<file path="config.mk">
export PLATFORM = sky130hd
export DESIGN_NAME = scroll_idle_cmd
export DESIGN_NICKNAME = d
export VERILOG_FILES = /design/src/design/scroll_idle_pkg.sv /design/src/design/scroll_idle_cmd.sv /design/src/design/idle_color_reduce.sv
export SDC_FILE = /design/constraint.sdc
export NUM_CORES = 1
export LEC_CHECK = 0
export BUFFER_PORTS_ARGS = -buffer_cell sky130_fd_sc_hd__buf_4
export CORE_MARGIN = 2
export CORE_UTILIZATION = 35
export DETAILED_ROUTE_END_ITERATION = 7
export PLACE_DENSITY = 0.64
export SYNTH_ARGS = -nofsm -noshare
export SYNTH_HDL_FRONTEND = slang
export SYNTH_SLANG_ARGS = --single-unit
</file>
<file path="constraint.sdc">
create_clock -name clk -period 4.65 [get_ports clk]
set_input_delay 0.2325 -clock clk [delete_from_list [all_inputs] [get_ports clk]]
set_output_delay 0.2325 -clock clk [all_outputs]
set_load 0.05 [all_outputs]
</file>
<file path="src/design/scroll_idle_pkg.sv">
// Constants and carrier types shared by the scroll-start and idle-mode command logic
package scroll_idle_pkg;
  localparam logic [7:0] OPC_SCROLL_START = 8'h37;
  localparam logic [7:0] OPC_IDLE_EXIT = 8'h38;
  localparam logic [7:0] OPC_IDLE_ENTER = 8'h39;
  localparam int LINE_W = 16;
  localparam int COLOR_W = 6;
  localparam logic [15:0] PANEL_LINES = 16'h01E0;
  localparam logic [15:0] VSP_RESET = 16'h0000;
  localparam logic IDLE_RESET = 1'b0;
  localparam int SYNC_STAGES = 2;

  typedef enum logic [1:0] {
    CMD_WAIT,
    VSP_UPPER,
    VSP_LOWER
  } cmd_state_t;

  // Command bus pins as they arrive from the host
  typedef struct packed {
    logic data_command_select;
    logic write_strobe_n;
    logic read_strobe_n;
    logic [7:0] data;
  } bus_pins_t;

  // Area sizes programmed by the scroll-area definition command
  typedef struct packed {
    logic [15:0] top_fixed;
    logic [15:0] scroll_area;
    logic [15:0] bottom_fixed;
  } scroll_geom_t;

  typedef struct packed {
    logic [COLOR_W-1:0] red;
    logic [COLOR_W-1:0] green;
    logic [COLOR_W-1:0] blue;
  } pixel_t;
endpackage

</file>
<file path="src/design/scroll_idle_cmd.sv">
// Scroll start pointer and idle mode command interpreter
// ****************************************************************
// Overview of operation
// - Opcode 37h starts a scroll pointer load and the next parameter bytes form the pointer.
// - The pointer and the top and scroll area sizes together map panel rows to lines; the bottom area size is not used.
// - The pointer arrives as two parameters, upper byte first, and names the line under the top area.
// - A new pointer only takes effect at the start of the next panel scan.
// - The pointer applies for both refresh orders and the mapping direction follows that bit.
// - Opcode 38h, with no parameter, leaves idle state and restores full colour.
// - With idle cleared the full 18-bit colour, 262,144 colours, reaches the panel.
// - Opcode 38h outside idle state changes nothing except aborting an unfinished pointer load.
// - Opcode 39h, with no parameter, enters idle state.
// - In idle state only the top bit of red, green and blue sets the colour, giving eight colours.
// - The vertical refresh order bit selects the panel's vertical scan direction.
// ****************************************************************
`timescale 1ns/1ps
module scroll_idle_cmd (
  input wire logic clk,
  input wire logic nrst,
  input wire logic soft_reset,
  input wire scroll_idle_pkg::bus_pins_t bus_pins,
  input wire logic vertical_refresh_order,
  input wire scroll_idle_pkg::scroll_geom_t geom,
  input wire logic frame_start,
  input wire logic [15:0] scan_row,
  input wire scroll_idle_pkg::pixel_t pixel_in,
  input wire logic pixel_in_valid,
  output logic [15:0] scroll_line_pointer,
  output logic idle_active,
  output logic [15:0] frame_line,
  output scroll_idle_pkg::pixel_t pixel_out,
  output logic pixel_out_valid
);
  // ****************************************************************
  // State
  // ****************************************************************
  typedef struct packed {
    logic [scroll_idle_pkg::SYNC_STAGES-1:0] dc_sync;
    logic [scroll_idle_pkg::SYNC_STAGES:0] wr_sync;
    logic [scroll_idle_pkg::SYNC_STAGES-1:0][7:0] d_sync;
    scroll_idle_pkg::cmd_state_t fsm;
    logic [7:0] vsp_upper;
    logic [15:0] vsp_pending;
    logic pending;
    logic [15:0] vsp_active;
    logic idle;
    logic [15:0] line;
  } cmd_regs_t;

  cmd_regs_t st_reg;
  cmd_regs_t st_next;
  logic wr_rise;
  logic is_cmd;
  logic is_par;
  logic [7:0] byte_in;
  logic [15:0] row;
  logic [16:0] area_end;
  logic [16:0] offs;
  logic in_scroll;

  // ****************************************************************
  // Byte capture and decode
  // ****************************************************************
  // Strobe sampled twice, then a third copy for the edge; first stages feed nothing else
  // The stages hold the inverted strobe, so the end of the low phase is a one to zero step
  // Reset leaves them at zero, the idle high strobe, so no false byte follows reset
  assign wr_rise = ~st_reg.wr_sync[1] & st_reg.wr_sync[0];
  assign is_cmd = wr_rise & ~st_reg.dc_sync[0];
  assign is_par = wr_rise & st_reg.dc_sync[0];
  assign byte_in = st_reg.d_sync[0];

  // Row actually scanned, reversed when the refresh order bit is set
  assign row = vertical_refresh_order ? 16'(scroll_idle_pkg::PANEL_LINES - 16'h0001 - scan_row)
    : scan_row;
  assign area_end = {1'b0, geom.top_fixed} + {1'b0, geom.scroll_area};
  assign in_scroll = (row >= geom.top_fixed) && ({1'b0, row} < area_end);
  // No guard for a pointer inside a fixed area; a single wrap is enough otherwise
  assign offs = {1'b0, st_reg.vsp_active} + {1'b0, row} - {1'b0, geom.top_fixed};

  always_comb begin
    st_next = st_reg;
    st_next.dc_sync = {bus_pins.data_command_select, st_reg.dc_sync[1]};
    st_next.wr_sync = {~bus_pins.write_strobe_n, st_reg.wr_sync[2:1]};
    st_next.d_sync = {bus_pins.data, st_reg.d_sync[1]};
    // Any opcode aborts an unfinished pointer load
    if (is_cmd) begin
      st_next.fsm = scroll_idle_pkg::CMD_WAIT;
      case (byte_in)
        scroll_idle_pkg::OPC_SCROLL_START: begin
          st_next.fsm = scroll_idle_pkg::VSP_UPPER;
        end
        scroll_idle_pkg::OPC_IDLE_EXIT: begin
          st_next.idle = 1'b0;
        end
        scroll_idle_pkg::OPC_IDLE_ENTER: begin
          st_next.idle = 1'b1;
        end
        default: begin
          st_next.fsm = scroll_idle_pkg::CMD_WAIT;
        end
      endcase
    end else if (is_par) begin
      case (st_reg.fsm)
        scroll_idle_pkg::VSP_UPPER: begin
          st_next.vsp_upper = byte_in;
          st_next.fsm = scroll_idle_pkg::VSP_LOWER;
        end
        scroll_idle_pkg::VSP_LOWER: begin
          st_next.vsp_pending = {st_reg.vsp_upper, byte_in};
          st_next.pending = 1'b1;
          st_next.fsm = scroll_idle_pkg::CMD_WAIT;
        end
        default: begin
          st_next.fsm = scroll_idle_pkg::CMD_WAIT;
        end
      endcase
    end
    // A pointer completed in the same cycle as the scan start waits for the next scan
    if (frame_start && st_reg.pending) begin
      st_next.vsp_active = st_reg.vsp_pending;
      st_next.pending = st_next.pending & is_par & (st_reg.fsm == scroll_idle_pkg::VSP_LOWER);
    end
    if (in_scroll) begin
      st_next.line = (offs >= area_end) ? 16'(offs - {1'b0, geom.scroll_area})
        : offs[15:0];
    end else begin
      st_next.line = row;
    end
    if (soft_reset) begin
      st_next.fsm = scroll_idle_pkg::CMD_WAIT;
      st_next.vsp_pending = scroll_idle_pkg::VSP_RESET;
      st_next.pending = 1'b0;
      st_next.vsp_active = scroll_idle_pkg::VSP_RESET;
      st_next.idle = scroll_idle_pkg::IDLE_RESET;
    end
  end

  always_ff @(posedge clk or negedge nrst) begin
    if (!nrst) begin
      st_reg <= '0;
    end else begin
      st_reg <= st_next;
    end
  end

  assign scroll_line_pointer = st_reg.vsp_active;
  assign idle_active = st_reg.idle;
  assign frame_line = st_reg.line;

  idle_color_reduce u_reduce (
    .clk(clk),
    .nrst(nrst),
    .idle(st_reg.idle),
    .pixel_in(pixel_in),
    .pixel_in_valid(pixel_in_valid),
    .pixel_out(pixel_out),
    .pixel_out_valid(pixel_out_valid)
  );
endmodule

</file>
<file path="src/design/idle_color_reduce.sv">
// Pixel colour path: full colour or eight-colour reduction in idle state
`timescale 1ns/1ps
module idle_color_reduce (
  input wire logic clk,
  input wire logic nrst,
  input wire logic idle,
  input wire scroll_idle_pkg::pixel_t pixel_in,
  input wire logic pixel_in_valid,
  output scroll_idle_pkg::pixel_t pixel_out,
  output logic pixel_out_valid
);
  typedef struct packed {
    scroll_idle_pkg::pixel_t pix;
    logic valid;
  } reduce_state_t;

  reduce_state_t st_reg;
  reduce_state_t st_next;

  always_comb begin
    st_next = st_reg;
    st_next.valid = pixel_in_valid;
    if (pixel_in_valid) begin
      if (idle) begin
        // Top bit fans out so the eight colours span black to full white
        st_next.pix.red = {scroll_idle_pkg::COLOR_W{pixel_in.red[scroll_idle_pkg::COLOR_W-1]}};
        st_next.pix.green = {scroll_idle_pkg::COLOR_W{pixel_in.green[scroll_idle_pkg::COLOR_W-1]}};
        st_next.pix.blue = {scroll_idle_pkg::COLOR_W{pixel_in.blue[scroll_idle_pkg::COLOR_W-1]}};
      end else begin
        st_next.pix = pixel_in;
      end
    end
  end

  always_ff @(posedge clk or negedge nrst) begin
    if (!nrst) begin
      st_reg <= '0;
    end else begin
      st_reg <= st_next;
    end
  end

  assign pixel_out = st_reg.pix;
  assign pixel_out_valid = st_reg.valid;
endmodule

</file>
# Word level (Yosys, flattened, before mapping)
# Cells that the tools add are included.
dict set report op_classes {
  n_mux 16
  n_lt_le_gt_ge 3
  n_bitwise 9
  addsub 5
  n_reduce_logical 11
  n_eq_ne 6
}
# op n
set ops {}
lappend ops {{17-bit two-way mux} 4}
lappend ops {{16-bit two-way mux} 3}
lappend ops {{16-bit by 16-bit adder with 17-bit output} 2}
lappend ops {{34-bit two-way mux} 1}
lappend ops {{27-bit two-way mux} 1}
lappend ops {{8-bit by 6-bit equality test with 1-bit output, second input constant} 3}
lappend ops {{17-bit >= comparator} 1}
lappend ops {{16-bit by 17-bit less-than comparator with 1-bit output} 1}
lappend ops {{17-bit by 16-bit subtractor with 17-bit output} 1}
lappend ops {{16-bit >= comparator} 1}
lappend ops {{16-bit subtractor} 1}
lappend ops {{9-bit by 16-bit subtractor with 16-bit output, first input constant} 1}
lappend ops {{8-bit two-way mux} 1}
lappend ops {{2-bit nonzero test} 4}
lappend ops {{2-bit two-way mux} 3}
lappend ops {{3-bit AND reduction} 2}
lappend ops {{3-bit nonzero test} 2}
lappend ops {{1-bit AND} 5}
lappend ops {{1-bit inverter} 4}
lappend ops {{2-bit by 1-bit equality test with 1-bit output, second input constant} 1}
lappend ops {{2-bit equality test, second input constant} 1}
lappend ops {{1-bit logical AND} 2}
lappend ops {{1-bit two-way mux} 2}
lappend ops {{2-bit != test, second input constant} 1}
lappend ops {{other kinds (2)} 2}
dict set report totals {
  in_bits 99
  register_bits 100
  word_cells 65
}

# Longest topological paths before layout
dict set report logic_depth {
  depth_word 9
  mapped_depth 25
  ltp_nobuf 23
}

# Modules after synthesis
# From an unflattened synthesis, not the netlist that was laid out.
dict set report hier_totals {
  cells_unflattened 894
  hier_area_um2 8274.2
}
# mod area_per_inst_um2 cells_per_inst n_inst
set modules_own_cells {}
lappend modules_own_cells {scroll_idle_cmd 7433.4 821 1}
lappend modules_own_cells {idle_color_reduce 840.8 73 1}

# Least setup slack after synthesis
# OpenSTA, ideal clock, no wires.
dict set report synth_timing {
  kind {input to register}
  start {in vertical_refresh_order}
  end {reg st_reg, in the netlist frame_line[13]}
  arrival_ns 5.201
  n_path_buf 2
  path_stages 22
  slack_ns -0.676
  setup_time_ns 0.125
  path_cell_list {clkbuf_1 clkbuf_1 xnor2_1 fa_1 inv_1 fa_1 a21o_1 a21oi_1 o21bai_1 a211o_1 a31o_1 a21oi_1 xnor2_1 ha_1 a21o_1 a22o_1 a2111oi_0 o21a_1 o31ai_1 nand2_1 mux2_2 mux2_4}
}
# item line
set synth_lines {}
lappend synth_lines {{from (decl)} scroll_idle_cmd.sv:22} ;# input wire logic vertical_refresh_order,
lappend synth_lines {{to (signal assigned)} scroll_idle_cmd.sv:142} ;# st_reg <= st_next;
lappend synth_lines {{to (decl)} scroll_idle_cmd.sv:50} ;# cmd_regs_t st_reg;

==> results.tsv <==
stage	metric	value	unit
outcome	result of the run	complete, no violations	
drt	vias after detailed routing	6870	
synth	Primary FF master, synth	dfrtp_1	
drt	DRT Wirelength	20700	um
global_route	number of global-route vias before repair	6991	
synth	Avg Inst Size Synth	8.98	um^2
worst_setup_path	Worst Setup Path Type	flip-flop to flip-flop	
cts	clk sinks	100	
worst_setup_path	Worst Path Max Fanout	2	
power_and_ir_drop	leakage	5.16	nW
drt	ANT nets after route	0	
cts	clock slew at reported path FFs	0.08	ns
synth	Synth Warn #	0	
drt	DRC Markers	0	
sta	Worst-Margin Slew	1.26	ns
cts	cts bufs inserted	9	
synth	Syn Nets	1107	
synth	cells after synthesis	893	
place	Post-DP Area	9760	um^2
cts	# H-tree levels	3	
worst_setup_path	CP endpoint kind	flip-flop	
sta	Final Setup Violations	0	
synth	EDFF count, synth	0	
worst_setup_path	Crit path required time	4.89	ns
worst_setup_path	crit path DAT	4.87	ns
synth	Yosys reg bits	100	
finish	final net count	1304	
drt	drt first pass iters	8	
sta	Slew HR	16.0	%
sta	Final Max Slew Viols	0	
global_route	initial antenna violation count	0	
run	Max Cap Viol	0	
power_and_ir_drop	maximum vdd ir drop	221	uV
worst_setup_path	Reg-to-Reg Start	scroll_line_pointer[1]	
synth	Post-Syn Area	8020	um^2
finish	Largest register FFs	29	
power_and_ir_drop	Tot Pwr	0.00444	W
place	final RePlAce weighted congestion	0.905	
sta	Period Utilization, post-route	99.5	%
floorplan	IO Pins	151	
cts	CTS tree	done	
worst_setup_path	CP Launch Type	flip-flop	
drt	Vias/cell	4.98	
global_route	Total GRT Usage	17.4	%
synth	asr flop ratio synth	100	%
synth	biggest area consumer among synthesized cells	dfrtp_1	
finish	most common cell after layout, fill and taps aside	buf_4	
finish	final core utilization	46.0	%
synth	Area contributors post-synth	dfrtp_1, ha_1, a21oi_1	
global_route	largest net degree at the start of global routing	59	
synth	post-synth top area share	31.2	%
global_route	global-route wire length before repair	34000	um
sta	Final Skew	0.0151	ns
place	number of port buffers	133	
synth	sequential area share after synthesis	31.2	%
worst_setup_path	Reg2Reg Depth	22	
finish	Syn-to-layout area delta	29.5	%
place	Placement Setup Slack	-0.581	ns
global_route	GRT Residual Overflow	0	
sta	RSZ-0062 raised after global routing	true	
finish	layout cell share with drive strength beyond 1	27.1	%
floorplan	full die area	24100	um^2
synth	Distinct cells, synth	65	
sta	Final min period	4.63	ns
place	hpwl dp	16800	um
worst_setup_path	Reg-to-Reg End	frame_line[15]	
min_path	WHS Endpoint	st_next[77]	
drt	Wirelength per Cell	15.0	um
finish	antenna cells	0	
finish	fin area	10400	um^2
drt	1st-iter DRT viols	285	
cts	Worst-Skew Late Latency	0.36	ns
cts	Root Buffer	clkbuf_16	
min_path	critical hold path startpoint	bus_pins[9]	
cts	CTS Buffer Depth	2	
min_path	Tightest Hold Check Type	input port to flip-flop	
floorplan	Die Height	155	um
floorplan	total core area	22600	um^2
power_and_ir_drop	pwr/cell area	427	nW/um^2
sta	Achievable Freq	216	MHz
floorplan	Die W	155	um
sta	final hold violations	0	
floorplan	starting density of the core	35.5	%
floorplan	Site Rows	55	
finish	commonest non-fill, non-tap cells in the layout	buf_4, a21oi_1, dfrtp_1	
place	placed cell count	1346	
min_path	hold depth	2	
finish	Finished Layout Cells	1380	
sta	Final WS setup	0.0246	ns
worst_setup_path	setup slack, reg-to-reg	0.02	ns
## where the power goes
group          internal (W)  switching (W)  total [W]
Sequential         0.000962      0.0000316   0.000993
Combinational       0.00122        0.00141    0.00263
Clock              0.000432       0.000377   0.000810
## per-layer routing
layer	vias to the layer above	global-route usage (%)	share of wire (%)
li1	3440	-	-
met1	3200	23.0	44
met2	210	29.6	48
met3	20	3.45	6.5
met4	0	3.84	1.4
met5	-	0	0
## final cells by class
class / count / area, um^2
Fill cell: 2188 / 12200
Sequential cell: 100 / 2500
Tap cell: 285 / 357
Inverter: 98 / 368
Multi-Input combinational cell: 640 / 4950
Timing Repair Buffer: 241 / 1880
Clock inverter: 7 / 93.8
Clock buffer: 9 / 225
## synth_stat cells (4+ instances only)
library cell,number
a21oi_1,105
dfrtp_1,100
inv_1,98
ha_1,97
nand2_1,91
nor2_1,47
buf_4,32
xnor2_1,32
a21o_1,22
mux2i_1,20
xor2_1,20
o21ai_0,19
clkbuf_1,18
fa_1,18
nand3_1,14
o21ai_1,14
mux2_2,12
nand2b_1,12
nor3_1,11
a31oi_1,8
o21a_1,8
a211oi_1,6
nand4_1,6
nor2b_1,5
o21bai_1,5
o31ai_1,5
and2_1,4
mux2_4,4
nor4_1,4
o41ai_1,4
## metrics by stage
stage	setup TNS, ns	hold WS, ns
3_5_place_dp	-7.59	0.335
6_report	0	0.0171
3_3_place_gp	-7.28	0.332
5_1_grt	-2.06	0.0164
2_1_floorplan	-0.126	-0.0631
4_1_cts	-0.0495	0.00555
## worst max-delay path by stage
stage	startpoint	end	cells past startpoint	slack [ns]
2_1_floorplan	vertical_refresh_order	frame_line[13]	22	-0.04
6_report	scroll_line_pointer[1]	frame_line[15]	22	0.02
3_3_place_gp	scan_row[6]	frame_line[0]	20	-0.55
5_1_grt	scroll_line_pointer[1]	frame_line[15]	22	-0.21
3_5_place_dp	scan_row[6]	frame_line[0]	20	-0.58
4_1_cts	scroll_line_pointer[1]	frame_line[15]	22	-0.03
## cell families after synthesis
group / share of synthesized area (%)
AO/OA/AOI/OAI: 17.5
XOR/XNOR: 5.68
adder cells (fa/ha/maj): 19.6
buffers and inverters: 8.99
flip-flops: 31.2
multiplexers: 5.07
AND/OR/NAND/NOR: 11.9
## worst max-delay path, cell delays in order, from the launching register on
cell	delay [ns]
dfrtp_1	0.36
inv_2	0.05
fa_1	0.51
inv_2	0.05
fa_2	0.35
a21o_1	0.20
a21oi_2	0.16
o21bai_1	0.10
a211o_1	0.28
a31o_1	0.23
a21oi_2	0.17
xnor2_2	0.15
ha_1	0.28
a21o_1	0.16
a22o_1	0.21
a2111oi_4	0.19
o21a_2	0.25
o31ai_4	0.08
buf_4	0.16
nand3b_1	0.07
mux2i_1	0.09
xor2_1	0.16
mux2_4	0.26
## what timing repair did
item | 4_1_cts | 5_1_grt
hold buffers | 10 | 0
endpoints found under the hold margin | 66 | 0
buffers inserted | 2 | 4
pin swaps | 5 | 5
setup endpoints to repair | 16 | 16
gates resized for setup | 6 | 18
gates cloned | 0 | 2
Note: power is estimated with default switching activity, not from simulation.
